$ cat src/rtl/fcl_pkg.sv
// Constants and types shared by the follower current link design
package fcl_pkg;

	// Clock and link timing
	localparam int unsigned CLK_PERIOD_NS  = 20;
	localparam int unsigned PULSE_HIGH_NS  = 10_000;
	localparam int unsigned PULSE_LOW_NS   = 10_000;
	localparam int unsigned BURST_GAP_NS   = 50_000;
	localparam int unsigned TMR_W          = 16;
	// Least times, rounded up to whole cycles
	localparam logic [TMR_W-1:0] PULSE_HIGH_CYC =
		TMR_W'((PULSE_HIGH_NS + CLK_PERIOD_NS - 1) / CLK_PERIOD_NS);
	localparam logic [TMR_W-1:0] PULSE_LOW_CYC =
		TMR_W'((PULSE_LOW_NS + CLK_PERIOD_NS - 1) / CLK_PERIOD_NS);
	localparam logic [TMR_W-1:0] BURST_GAP_CYC =
		TMR_W'((BURST_GAP_NS + CLK_PERIOD_NS - 1) / CLK_PERIOD_NS);

	// Geometry
	localparam int unsigned CODE_W        = 6;
	localparam int unsigned NUM_FOLLOWERS = 2;
	localparam int unsigned NUM_EVENTS    = 5;

	// Register offsets
	localparam logic [7:0] ADDR_EVENT_FLAGS  = 8'h80;
	localparam logic [7:0] ADDR_EVENT_MASK   = 8'h81;
	localparam logic [7:0] ADDR_ONE_CFG      = 8'h82;
	localparam logic [7:0] ADDR_TWO_CFG      = 8'h83;
	localparam logic [7:0] ADDR_ONE_READBACK = 8'h84;
	localparam logic [7:0] ADDR_TWO_READBACK = 8'h85;

	// Reset values
	localparam logic [7:0] EVENT_FLAGS_RST = 8'h00;
	localparam logic [7:0] EVENT_MASK_RST  = 8'hff;
	localparam logic [7:0] CFG_RST         = 8'h00;
	localparam logic [CODE_W-1:0] CODE_RST = 6'h00;

	// Field positions and masks
	localparam int unsigned EV_ONE_THERMAL = 0;
	localparam int unsigned EV_TWO_THERMAL = 1;
	localparam int unsigned EV_VOLT_PHASE  = 2;
	localparam int unsigned EV_ONE_FAULT   = 3;
	localparam int unsigned EV_TWO_FAULT   = 4;
	localparam int unsigned CFG_BYPASS_BIT = 7;
	localparam logic [7:0]  CFG_WR_MASK    = 8'hbf;

	// Pulse transmitter states
	typedef enum logic [3:0] {
		TX_IDLE = 4'b0001,
		TX_HIGH = 4'b0010,
		TX_LOW  = 4'b0100,
		TX_GAP  = 4'b1000
	} fcl_tx_state_t;

endpackage

$ cat src/rtl/fcl_link_if.sv
// Carrier between the register core and one pulse transmitter
interface fcl_link_if;
	import fcl_pkg::*;
	logic [CODE_W-1:0] req_code;  // Final code wanted on the link
	logic [CODE_W-1:0] sent_code; // Code of the burst last started
	logic              busy;      // Burst or closing gap in progress
	logic              pin;       // Registered pulse line

	modport ctrl (output req_code, input sent_code, input busy, input pin);
	modport tx   (input req_code, output sent_code, output busy, output pin);
endinterface

$ cat src/rtl/fcl_link_top.sv
// Follower charger current link: registers, events and two pulse links
// Overview of operation
// [RL1] First follower thermal change sets flag bit 0
// [RL2] Mask bit 4 gates second follower fault
// [RL3] Mask bit 3 gates first follower fault
// [RL4] Mask bit 2 gates voltage phase event
// [RL5] Mask bits 1, 0 gate thermal events
// [RL6] Follower one gets min of master, own code
// [RL7] Follower one bypass sends own code unchanged
// [RL8] Follower two gets min of master, own code
// [RL9] Follower two bypass sends own code unchanged
// [RL10] Code is sent as that many pulses
// [RL11] Follower treats codes zero to two as off
// [RL12] Follower maps codes to 50 mA steps
// [RL13] Read-only readback of follower one sent code
// [RL14] Follower two code held in bits 5:0
// [RL15] Fault flags bits 4, 3, cleared on read
// [RL16] Voltage phase flag only while gauge bit low
// [RL17] Read-only readback of follower two sent code
// [RL18] Interrupt while unmasked flag set
// [RL19] New burst on code change, after current one
//
// Implementation choice: the plain strobed port.
module fcl_link_top
	import fcl_pkg::*;
(
	input  wire logic              mclk,                    // 50 MHz clock
	input  wire logic              rst,                     // Async reset
	input  wire logic [7:0]        reg_addr,                // Register address
	input  wire logic [7:0]        reg_wdata,               // Write data
	input  wire logic              reg_wr,                  // Write strobe
	input  wire logic              reg_rd,                  // Read strobe
	output      logic [7:0]        reg_rdata,               // Read data, +1
	input  wire logic [CODE_W-1:0] master_cc_code,          // Master CC code
	input  wire logic              gauge_select_bit,        // Gauge select
	input  wire logic              voltage_phase_state,     // Master in CV
	input  wire logic              first_follower_thermal_state,  // Pin
	input  wire logic              second_follower_thermal_state, // Pin
	input  wire logic              first_follower_fault,    // Fault pin
	input  wire logic              second_follower_fault,   // Fault pin
	output      logic              first_follower_pulse,    // Link one
	output      logic              second_follower_pulse,   // Link two
	output      logic              irq                      // Level, high
);

	// Event sources gathered in flag bit order
	logic [NUM_EVENTS-1:0] async_in;
	logic [NUM_EVENTS-1:0] sync_a_r;
	logic [NUM_EVENTS-1:0] sync_b_r;
	logic [NUM_EVENTS-1:0] prev_r;
	logic [NUM_EVENTS-1:0] rise;
	logic [NUM_EVENTS-1:0] toggle;
	logic [NUM_EVENTS-1:0] events;

	// Register file
	logic [7:0]        flags_r;
	logic [7:0]        flags_nxt;
	logic [7:0]        mask_r;
	logic [7:0]        one_cfg_r;
	logic [7:0]        two_cfg_r;
	logic [CODE_W-1:0] one_readback_r;
	logic [CODE_W-1:0] two_readback_r;
	logic [7:0]        rdata_r;
	logic [7:0]        rdata_nxt;
	logic              irq_r;
	logic              pulse_one_r;
	logic              pulse_two_r;

	// Decode
	logic hit_flags;
	logic hit_mask;
	logic hit_one_cfg;
	logic hit_two_cfg;
	logic rd_flags;

	// Per follower view of its configuration
	logic [7:0]        cfg_of   [NUM_FOLLOWERS];
	logic [CODE_W-1:0] final_of [NUM_FOLLOWERS];
	logic [CODE_W-1:0] sent_of  [NUM_FOLLOWERS];
	logic              pin_of   [NUM_FOLLOWERS];

	fcl_link_if lnk [NUM_FOLLOWERS] ();

	assign async_in[EV_ONE_THERMAL] = first_follower_thermal_state;
	assign async_in[EV_TWO_THERMAL] = second_follower_thermal_state;
	assign async_in[EV_VOLT_PHASE]  = voltage_phase_state;
	assign async_in[EV_ONE_FAULT]   = first_follower_fault;
	assign async_in[EV_TWO_FAULT]   = second_follower_fault;

	// Two-flop synchronisers, one per event pin
	genvar gi;
	generate
		for (gi = 0; gi < NUM_EVENTS; gi++) begin : g_sync
			always_ff @(posedge mclk or posedge rst) begin
				if (rst) begin
					sync_a_r[gi] <= 1'b0;
					sync_b_r[gi] <= 1'b0;
				end else begin
					sync_a_r[gi] <= async_in[gi];
					sync_b_r[gi] <= sync_a_r[gi];
				end
			end
		end
	endgenerate

	// Previous synced level, for edge detection past the synchroniser
	always_ff @(posedge mclk or posedge rst) begin
		if (rst) begin
			prev_r <= '0;
		end else begin
			prev_r <= sync_b_r;
		end
	end

	assign rise   = sync_b_r & ~prev_r;
	assign toggle = sync_b_r ^ prev_r;

	// Event pulses: thermal on any change, fault and CV on entry
	always_comb begin
		events = '0;
		events[EV_ONE_THERMAL] = toggle[EV_ONE_THERMAL]; // RL1
		events[EV_TWO_THERMAL] = toggle[EV_TWO_THERMAL];
		// Gauge owns the CV event while its select bit is high
		events[EV_VOLT_PHASE] = rise[EV_VOLT_PHASE] &
			~gauge_select_bit; // RL16
		events[EV_ONE_FAULT] = rise[EV_ONE_FAULT]; // RL15
		events[EV_TWO_FAULT] = rise[EV_TWO_FAULT]; // RL15
	end

	// Address decode
	assign hit_flags   = (reg_addr == ADDR_EVENT_FLAGS);
	assign hit_mask    = (reg_addr == ADDR_EVENT_MASK);
	assign hit_one_cfg = (reg_addr == ADDR_ONE_CFG);
	assign hit_two_cfg = (reg_addr == ADDR_TWO_CFG);
	assign rd_flags    = reg_rd && hit_flags;

	// Flags clear on read; an event in the read cycle survives it
	always_comb begin
		flags_nxt = flags_r;
		if (rd_flags) begin
			flags_nxt = EVENT_FLAGS_RST;
		end
		flags_nxt[NUM_EVENTS-1:0] = flags_nxt[NUM_EVENTS-1:0] | events;
	end

	// Sticky event flags, upper bits stay zero
	always_ff @(posedge mclk or posedge rst) begin
		if (rst) begin
			flags_r <= EVENT_FLAGS_RST;
		end else begin
			flags_r <= flags_nxt; // RL1
		end
	end

	// Mask register, everything masked out of reset
	always_ff @(posedge mclk or posedge rst) begin
		if (rst) begin
			mask_r <= EVENT_MASK_RST;
		end else if (reg_wr && hit_mask) begin
			mask_r <= reg_wdata;
		end
	end

	// Follower one configuration; reserved bit 6 is not stored
	always_ff @(posedge mclk or posedge rst) begin
		if (rst) begin
			one_cfg_r <= CFG_RST;
		end else if (reg_wr && hit_one_cfg) begin
			one_cfg_r <= reg_wdata & CFG_WR_MASK;
		end
	end

	// Follower two configuration, same layout as follower one
	always_ff @(posedge mclk or posedge rst) begin
		if (rst) begin
			two_cfg_r <= CFG_RST;
		end else if (reg_wr && hit_two_cfg) begin
			two_cfg_r <= reg_wdata & CFG_WR_MASK; // RL14
		end
	end

	assign cfg_of[0] = one_cfg_r;
	assign cfg_of[1] = two_cfg_r;

	// Final code per follower and its transmitter
	generate
		for (gi = 0; gi < NUM_FOLLOWERS; gi++) begin : g_follower
			logic [CODE_W-1:0] own;
			logic              bypass;

			assign own    = cfg_of[gi][CODE_W-1:0];
			assign bypass = cfg_of[gi][CFG_BYPASS_BIT];
			// Min selector keeps a follower at or below the master
			assign final_of[gi] = bypass ? own : // RL7 RL9
				((master_cc_code < own) ? master_cc_code : own); // RL6 RL8

			assign lnk[gi].req_code = final_of[gi];
			assign sent_of[gi]      = lnk[gi].sent_code;
			assign pin_of[gi]       = lnk[gi].pin;

			fcl_pulse_tx u_tx (
				.mclk (mclk),
				.rst  (rst),
				.lk   (lnk[gi])
			);
		end
	endgenerate

	// Readback of the codes actually put on each link
	always_ff @(posedge mclk or posedge rst) begin
		if (rst) begin
			one_readback_r <= CODE_RST;
			two_readback_r <= CODE_RST;
		end else begin
			one_readback_r <= sent_of[0]; // RL13
			two_readback_r <= sent_of[1]; // RL17
		end
	end

	// Pulse lines re-registered so top outputs come from flops here
	always_ff @(posedge mclk or posedge rst) begin
		if (rst) begin
			pulse_one_r <= 1'b0;
			pulse_two_r <= 1'b0;
		end else begin
			pulse_one_r <= pin_of[0]; // RL10
			pulse_two_r <= pin_of[1]; // RL10
		end
	end

	// Read mux; unmapped addresses and reserved bits read zero, except mask bits 7:5, which read back as written
	always_comb begin
		rdata_nxt = 8'h00;
		unique case (reg_addr)
			ADDR_EVENT_FLAGS:  rdata_nxt = flags_r;
			ADDR_EVENT_MASK:   rdata_nxt = mask_r;
			ADDR_ONE_CFG:      rdata_nxt = one_cfg_r;
			ADDR_TWO_CFG:      rdata_nxt = two_cfg_r;
			ADDR_ONE_READBACK: rdata_nxt = {2'b00, one_readback_r}; // RL13
			ADDR_TWO_READBACK: rdata_nxt = {2'b00, two_readback_r}; // RL17
			default:           rdata_nxt = 8'h00;
		endcase
	end

	// Read data valid only in the cycle after the strobe
	always_ff @(posedge mclk or posedge rst) begin
		if (rst) begin
			rdata_r <= 8'h00;
		end else if (reg_rd) begin
			rdata_r <= rdata_nxt;
		end else begin
			rdata_r <= 8'h00;
		end
	end

	// Interrupt follows the next flag value, so a read drops it at once
	always_ff @(posedge mclk or posedge rst) begin
		if (rst) begin
			irq_r <= 1'b0;
		end else begin
			irq_r <= // RL18
				(flags_nxt[EV_TWO_FAULT]   & ~mask_r[EV_TWO_FAULT])   | // RL2
				(flags_nxt[EV_ONE_FAULT]   & ~mask_r[EV_ONE_FAULT])   | // RL3
				(flags_nxt[EV_VOLT_PHASE]  & ~mask_r[EV_VOLT_PHASE])  | // RL4
				(flags_nxt[EV_TWO_THERMAL] & ~mask_r[EV_TWO_THERMAL]) | // RL5
				(flags_nxt[EV_ONE_THERMAL] & ~mask_r[EV_ONE_THERMAL]);  // RL5
		end
	end

	assign reg_rdata             = rdata_r;
	assign irq                   = irq_r;
	assign first_follower_pulse  = pulse_one_r;
	assign second_follower_pulse = pulse_two_r;

endmodule

$ cat src/rtl/fcl_pulse_tx.sv
// Pulse-count transmitter for one follower link
module fcl_pulse_tx
	import fcl_pkg::*;
(
	input wire logic mclk, // 50 MHz clock
	input wire logic rst,  // Async reset, active high
	fcl_link_if.tx   lk    // Code in, pulse line out
);

	fcl_tx_state_t     state_r;
	logic [TMR_W-1:0]  tmr_r;
	logic [CODE_W-1:0] left_r;
	logic [CODE_W-1:0] sent_r;
	logic              pin_r;
	logic              tmr_done;
	logic              start;

	assign tmr_done = (tmr_r == TMR_W'(1));
	// New burst only from idle, so a running one always completes
	assign start = (state_r == TX_IDLE) && (lk.req_code != sent_r); // RL19

	// Sequencer: pin level, phase timer and phase state
	always_ff @(posedge mclk or posedge rst) begin
		if (rst) begin
			state_r <= TX_IDLE;
			tmr_r   <= '0;
			pin_r   <= 1'b0;
		end else begin
			unique case (state_r)
				TX_IDLE: begin
					if (start && lk.req_code == CODE_RST) begin
						// Zero code: gap alone, follower counts none
						state_r <= TX_GAP;
						tmr_r   <= BURST_GAP_CYC;
					end else if (start) begin
						state_r <= TX_HIGH;
						tmr_r   <= PULSE_HIGH_CYC;
						pin_r   <= 1'b1;
					end
				end
				TX_HIGH: begin
					if (tmr_done) begin
						pin_r <= 1'b0;
						if (left_r == CODE_W'(1)) begin
							state_r <= TX_GAP;
							tmr_r   <= BURST_GAP_CYC;
						end else begin
							state_r <= TX_LOW;
							tmr_r   <= PULSE_LOW_CYC;
						end
					end else begin
						tmr_r <= tmr_r - TMR_W'(1);
					end
				end
				TX_LOW: begin
					if (tmr_done) begin
						state_r <= TX_HIGH;
						tmr_r   <= PULSE_HIGH_CYC;
						pin_r   <= 1'b1;
					end else begin
						tmr_r <= tmr_r - TMR_W'(1);
					end
				end
				TX_GAP: begin
					if (tmr_done) begin
						state_r <= TX_IDLE;
					end else begin
						tmr_r <= tmr_r - TMR_W'(1);
					end
				end
			endcase
		end
	end

	// Burst bookkeeping: one pulse per code unit
	always_ff @(posedge mclk or posedge rst) begin
		if (rst) begin
			left_r <= CODE_RST;
			sent_r <= CODE_RST;
		end else if (start) begin
			left_r <= lk.req_code; // RL10
			sent_r <= lk.req_code;
		end else if (state_r == TX_HIGH && tmr_done) begin
			left_r <= left_r - CODE_W'(1);
		end
	end

	assign lk.sent_code = sent_r;
	assign lk.busy      = (state_r != TX_IDLE);
	assign lk.pin       = pin_r;

endmodule

$ cat config.mk
export PLATFORM = sky130hd
export DESIGN_NAME = fcl_link_top
export DESIGN_NICKNAME = d
export VERILOG_FILES = /design/src/rtl/fcl_pkg.sv /design/src/rtl/fcl_link_if.sv /design/src/rtl/fcl_link_top.sv /design/src/rtl/fcl_pulse_tx.sv
export SDC_FILE = /design/constraint.sdc
export NUM_CORES = 1
export LEC_CHECK = 0
export BUFFER_PORTS_ARGS = -buffer_cell sky130_fd_sc_hd__buf_2
export CAP_MARGIN = 20
export CORE_UTILIZATION = 38
export CTS_CLUSTER_DIAMETER = 200
export CTS_CLUSTER_SIZE = 40
export DETAILED_ROUTE_END_ITERATION = 12
export PLACE_DENSITY = 0.59
export SYNTH_ARGS = -nofsm -noshare
export SYNTH_HDL_FRONTEND = slang
export SYNTH_HIERARCHICAL = 1
export SYNTH_SLANG_ARGS = --single-unit
export TNS_END_PERCENT = 1
$ cat constraint.sdc
create_clock -name mclk -period 6.1 [get_ports mclk]
set_input_delay 0.915 -clock mclk [delete_from_list [all_inputs] [get_ports mclk]]
set_output_delay 0.915 -clock mclk [all_outputs]
set_load 0.05 [all_outputs]
# --- Word-level counts from Yosys, hierarchy flattened ---
# Index checks and enable logic that the tools add are counted.
op_classes:
  n_addsub: 4
  multipliers: 0
  div_mod_pow: 0
  magnitude_cmp: 2
  eq_ne: 34
  n_shift: 0
  muxes: 49
  bitwise: 20
  n_reduce_logical: 22
ops:
  columns: ["cell", "count"]
  rows:
  - ["$mux W16", 10]
  - ["$pmux W16 S4", 2]
  - ["$eq A8 B8 Y1 const B", 6]
  - ["$mux W4", 12]
  - ["$mux W6", 8]
  - ["$pmux W8 S6", 1]
  - ["$eq A16 B1 Y1 const B", 2]
  - ["$pmux W4 S4", 2]
  - ["$sub A16 B1 Y16 const B", 2]
  - ["$mux W12", 2]
  - ["$ne A2 B1 Y1 const B", 8]
  - ["$eq A6 B1 Y1 const B", 2]
  - ["$logic_not A6 Y1", 2]
  - ["$lt A6 B6 Y1", 2]
  - ["$ne A6 B6 Y1", 2]
  - ["$sub A6 B1 Y6 const B", 2]
  - ["$logic_and A1 B1 Y1", 10]
  - ["$reduce_and A5 Y1", 2]
  - ["$eq A4 B1 Y1 const B", 2]
  - ["$eq A4 B2 Y1 const B", 2]
  - ["$eq A4 B3 Y1 const B", 2]
  - ["$eq A4 B4 Y1 const B", 2]
  - ["$mux W1", 8]
  - ["$mux W8", 1]
  - ["15 further kinds", 37]
word_totals:
  register_bits: 131
  latchBits: 0
  ram_bits: 0
  rom_bits: 0
  in_bits: 32
  output_inout_bits: 11
  word_cells: 162
  mem_count: 0

# --- Depth between registers and ports, before layout ---
depth:
  depth_word: 9
  mapped_depth: 13
  mapped_depth_nobuf: 12

# --- Modules after synthesis ---
# Netlist, hierarchy kept.
by_module_without_submodules:
  columns: ["mod", "n_inst", "cells_each", "area_each_um2"]
  rows:
  - ["fcl_link_top", 1, 222, 2914.0]
  - ["fcl_pulse_tx (g_follower[1].u_tx)", 1, 239, 2162.1]
  - ["fcl_pulse_tx (g_follower[0].u_tx)", 1, 227, 2077.0]

# --- Worst setup path after synthesis ---
# OpenSTA, ideal clock, no wires.
synth_path:
  kind: "input -> register"
  from: "input master_cc_code[4]"
  to: "register g_follower[0].u_tx.pin_r"
  setup_time_ps: 125
  arrival_ps: 3671
  setup_slack_ps: 2304
  path_stages: 11
  n_path_buf: 1
  path_cell_list: "ha_1 a21o_1 a211o_1 a41oi_2 mux2_2 xor2_1 nor4_1 and3_1 clkbuf_1 nor3_1 mux2_2"
synth_via:
  elab_chain_len: 8
  elab_cells_between_ends: 10
synth_lines:
  columns: ["item", "line_no", "text"]
  rows:
  - ["from (decl)", "fcl_link_top.sv:34", "input wire logic [CODE_W-1:0] master_cc_code,"]
  - ["$lt A6 B6 Y1", "fcl_link_top.sv:195", "((master_cc_code < own) ? master_cc_code : own);"]
  - ["$mux W6 (*)", "fcl_link_top.sv:195", null]
  - ["$mux W6 (*)", "fcl_link_top.sv:194", "assign final_of[gi] = bypass ? own :"]
  - ["via lnk[0].req_code[4]", "fcl_link_if.sv:4", "logic [CODE_W-1:0] req_code;"]
  - ["$ne A6 B6 Y1", "fcl_pulse_tx.sv:20", "assign start = (state_r == TX_IDLE) && (lk.req_code != sent_r);"]
  - ["$logic_and A1 B1 Y1", "fcl_pulse_tx.sv:20", null]
  - ["$logic_and A1 B1 Y1", "fcl_pulse_tx.sv:31", "if (start && lk.req_code == CODE_RST) begin"]
  - ["$ne A2 B2 Y1 (no line)", null, null]
  - ["$reduce_and A5 Y1 (no line) (*)", null, null]
  - ["to (signal assigned)", "fcl_pulse_tx.sv:27", "pin_r <= 1'b0;"]
  - ["to (signal assigned)", "fcl_pulse_tx.sv:38", "pin_r <= 1'b1;"]
  - ["to (signal assigned)", "fcl_pulse_tx.sv:43", "pin_r <= 1'b0;"]
  - ["to (decl)", "fcl_pulse_tx.sv:14", "logic pin_r;"]
# The timed path passes the listed nets; every way through them passes the cells marked *.
# A chain may end at the register's enable or synchronous reset.

# --- Worst setup path after layout ---
layout_path:
  from: "input master_cc_code[4]"
  to: "register g_follower[1].u_tx.tmr_r[2]"
layout_via:
  elab_chain_len: 8
  elab_cells_between_ends: 11
layout_lines:
  columns: ["item", "line_no", "text"]
  rows:
  - ["$lt A6 B6 Y1 (*)", "fcl_link_top.sv:195", null]
  - ["$mux W6 (*)", "fcl_link_top.sv:195", null]
  - ["$mux W6 (*)", "fcl_link_top.sv:194", null]
  - ["via lnk[1].req_code[5]", "fcl_link_if.sv:4", null]
  - ["$ne A6 B6 Y1", "fcl_pulse_tx.sv:20", null]
  - ["$logic_and A1 B1 Y1", "fcl_pulse_tx.sv:20", null]
  - ["$logic_and A1 B1 Y1", "fcl_pulse_tx.sv:31", null]
  - ["$mux W16 or $ne A3 B2 Y1 (tied branches)", null, null]
  - ["$pmux W16 S4 or $reduce_and A2 Y1 (tied branches)", null, null]
  - ["to (signal assigned)", "fcl_pulse_tx.sv:52", "tmr_r <= tmr_r - TMR_W'(1);"]
  - ["to (signal assigned)", "fcl_pulse_tx.sv:61", "tmr_r <= tmr_r - TMR_W'(1);"]
  - ["to (signal assigned)", "fcl_pulse_tx.sv:68", "tmr_r <= tmr_r - TMR_W'(1);"]
  - ["to (decl)", "fcl_pulse_tx.sv:11", "logic [TMR_W-1:0] tmr_r;"]
# Marks and branches as above.

==> flow_summary.yaml <==
drt:
  drc: 6
  via_per_inst: 5.71
  firstDrtPassIters: 10
  vias: 5527
  drt-initial-drc-count: 320
  routed_wl_um: 17000
  drtAntennaViolNets: 0
  wl_per_cell_um: 17.6
placed_design:
  gp_congestion: 0.884
  io_buffers: 42
  hpwl_um: 12200
clock_tree:
  cts_hold_buf: 0
  cts-resized-gates: 0
  worstSkewPairLatency_ns: 0.43
  clock-sinks: 131
  root_buffer: "clkbuf_16"
  clkTransAtPathRegs_ns: 0.06
  postCtsSetupRepairBufs: 0
  ctsLongestPathBuffers: 2
  cts_buffers: 17
  cts_tree: "done"
  htreeDepth: 4
sta:
  worst_pin_slew_ns: 0.957
  rsz0062_at_grt: "false"
  slew_viol_final: 0
  fmax_ghz: 0.246
  final-setup-viol-count: 0
  slew-limit-headroom_pct: 36.0
  fin_crit_sh_pct: 66.7
  finalHoldViolCount: 0
  finClkSkew_ns: 0.0196
  min_period_ns: 4.07
  final.setup.tns_ns: 0
floorplanning:
  design.die.area_mm2: 0.0194
  fp-row-count: 49
  core_area_mm2: 0.0182
  floorplan.initialDensity_pct: 39.3
  die_h_um: 139
  die_x_um: 139
  io_pins: 43
global_route:
  grt_pass1_wl_um: 28200
  antenna_found_initial: 0
  grt_max_degree: 64
  gr-usage-all-layers_pct: 18.4
  grt_overflow_total: 0
  grt_pass1_vias: 5527
hold_path:
  hold_path_startpoint: "sync_a_r[1]"
  holdPathEnd: "sync_b_r[1]"
  whs_path_depth: 0
  min-delay-path-class: "reg -> reg"
worst_setup_path:
  reg2reg_depth: 11
  cp_max_fo: 20
  cp_slowest_cell: "nand3_1"
  cp.required_ns: 6.42
  r2r_setup_slack_ns: 2.20
  crit_family: "simple AND/OR/NAND/NOR gates"
  max_stage_delay_ns: 0.59
  reg2reg_to: "g_follower[1].u_tx/tmr_r[2]"
  crit_buf_inv: 1
  path_cells: "buf_2, ha_1, a21o_1, a211o_1, a41oi_2, mux2_2, xnor2_1, and4_1, nand3_1, and4_2, o21ai_0"
  rr_startpoint: "two_cfg_r[4]"
  crit_type: "in -> reg"
  cp.arrival_ns: 4.39
  cp-start-kind: "primary input"
  cp-end-kind: "register"
cells_and_area:
  regArea_mm2: 0.00329
  area_growth_pct: 13.6
  drive_gt1_share_pct: 21.1
  num_antenna_cells: 0
  multi_input_area_mm2: 0.00357
  fillers: 1709
  nets: 776
synth:
  yosysMostFrequentCell: "dfrtp_1"
  syn-num-nets: 738
  netlist_area_mm2: 0.00715
  synth_top_area_cell: "dfrtp_1"
  syn_inst: 688
  synth_common_cells: "dfrtp_1, nand2_1, mux2_2, inv_1, nor2_1"
  yosys-top-cells-area: "dfrtp_1, mux2_2, mux2i_1"
  synth-seq-area-share_pct: 46.0
  syn_avg_cell_area_um2: 10.4
  synth-edff-count: 0
  synth.distinct_cells: 73
  yosysWarnings: 6
  synth_top_flop_cell: "dfrtp_1"
  synth-seq-cells: 131
  async_flop_share_pct: 100
  yosys.area.top_type_share_pct: 42.3
pwr:
  finalPower_mw: 2.41
  p_leak_nw: 3.43
  power_density_mw_per_mm2: 297
  irDropWorstVdd_mv: 0.171
job:
  max_cap_viol_count: 0
outcome:
  status: "finished, violations left"
  violations: "DRC"
metrics by stage:
step / util, % / cell area [um2] / std cells / worst slack, ns / hold slack, ns
final: 44.6 / 8120 / 968 / 2.03 / 0.348
after global routing: 44.6 / 8120 / 968 / 1.80 / 0.349
after CTS: 44.6 / 8120 / 968 / 2.07 / 0.347
after detailed placement: 41.4 / 7530 / 936 / 1.64 / 0.336
after global placement: 41.4 / 7530 / 936 / 1.82 / 0.332
after floorplan: - / 7150 / 688 / 2.30 / 0.331
metal layers:
| layer | wire length [um] | share of wire (%) | GRT usage, % |
|---|---|---|---|
| met5 | 0 | 0 | 0 |
| met4 | 258 | 1.5 | 6.26 |
| met3 | 739 | 4.3 | 4.07 |
| met2 | 8080 | 47 | 29.9 |
| met1 | 7930 | 47 | 24.4 |
final cells by class:
class | instances | share of cell area (%)
clock buffers | 20 | 5.38
multi-input cells | 492 | 43.9
well taps | 229 | 3.53
inverters | 38 | 1.79
flip-flops and latches | 131 | 40.5
repair buffers | 46 | 2.96
clock inverters | 12 | 1.93
worst max-delay path by stage:
stage / from / to / slack, ns / cells past startpoint
floorplan: master_cc_code[4] / g_follower[0].u_tx/lk.pin / 2.30 / 11
global placement: master_cc_code[4] / g_follower[1].u_tx/tmr_r[2] / 1.82 / 11
detailed placement: master_cc_code[4] / g_follower[1].u_tx/tmr_r[2] / 1.64 / 11
CTS: master_cc_code[4] / g_follower[1].u_tx/tmr_r[2] / 2.07 / 11
global route: master_cc_code[4] / g_follower[0].u_tx/tmr_r[7] / 1.80 / 11
finish: master_cc_code[4] / g_follower[1].u_tx/tmr_r[2] / 2.03 / 11
kinds of logic (layout without fill, tap and decap cells):
group                      after synthesis  count (layout)  synth area share (%)
xor gates and xnor gates                20              20                  2.45
buffers and inverters                   65             116                  4.11
AOI/OAI and AO/OA                      149             149                  14.6
DFF                                    131             131                  46.0
muxes                                   67              67                  10.0
adders and majority gates               18              18                  3.15
and+or+nand+nor                        238             238                  19.6
sequential cells by signal, summed over array words and instances, names as in the netlist:
| signal | count |
|---|---|
| one_cfg_r | 7 |
| g_follower.u_tx/tmr_r | 32 |
| g_follower.u_tx/left_r | 12 |
| reg_rdata | 8 |
| sync_b_r | 5 |
| sync_a_r | 5 |
| flags_r | 5 |
| prev_r | 5 |
| second_follower_pulse | 1 |
| first_follower_pulse | 1 |
| two_readback_r | 6 |
| mask_r | 8 |
| g_follower.u_tx/lk.pin | 2 |
| g_follower.u_tx/state_r | 8 |
| one_readback_r | 6 |
| irq | 1 |
| g_follower.u_tx/lk.sent_code | 12 |
| two_cfg_r | 7 |
power breakdown:
part | leakage [nW] | internal, mW | switching (mW)
Combinational | 1.66 | 0.161 | 0.225
Sequential | 1.49 | 0.918 | 0.0687
Clock | 0.289 | 0.645 | 0.394
layout by cell type, fill, tap and decap left out, drive strengths merged, types with 17 or more instances in the layout:
cell type    n
nand2       77
nor3        17
ha          18
mux2i       29
a21oi       23
mux2        38
o21ai       31
clkbuf      20
inv         41
buf         46
nor2        36
nand3       20
dfrtp      121
Power figures use the tool's default switching activity.
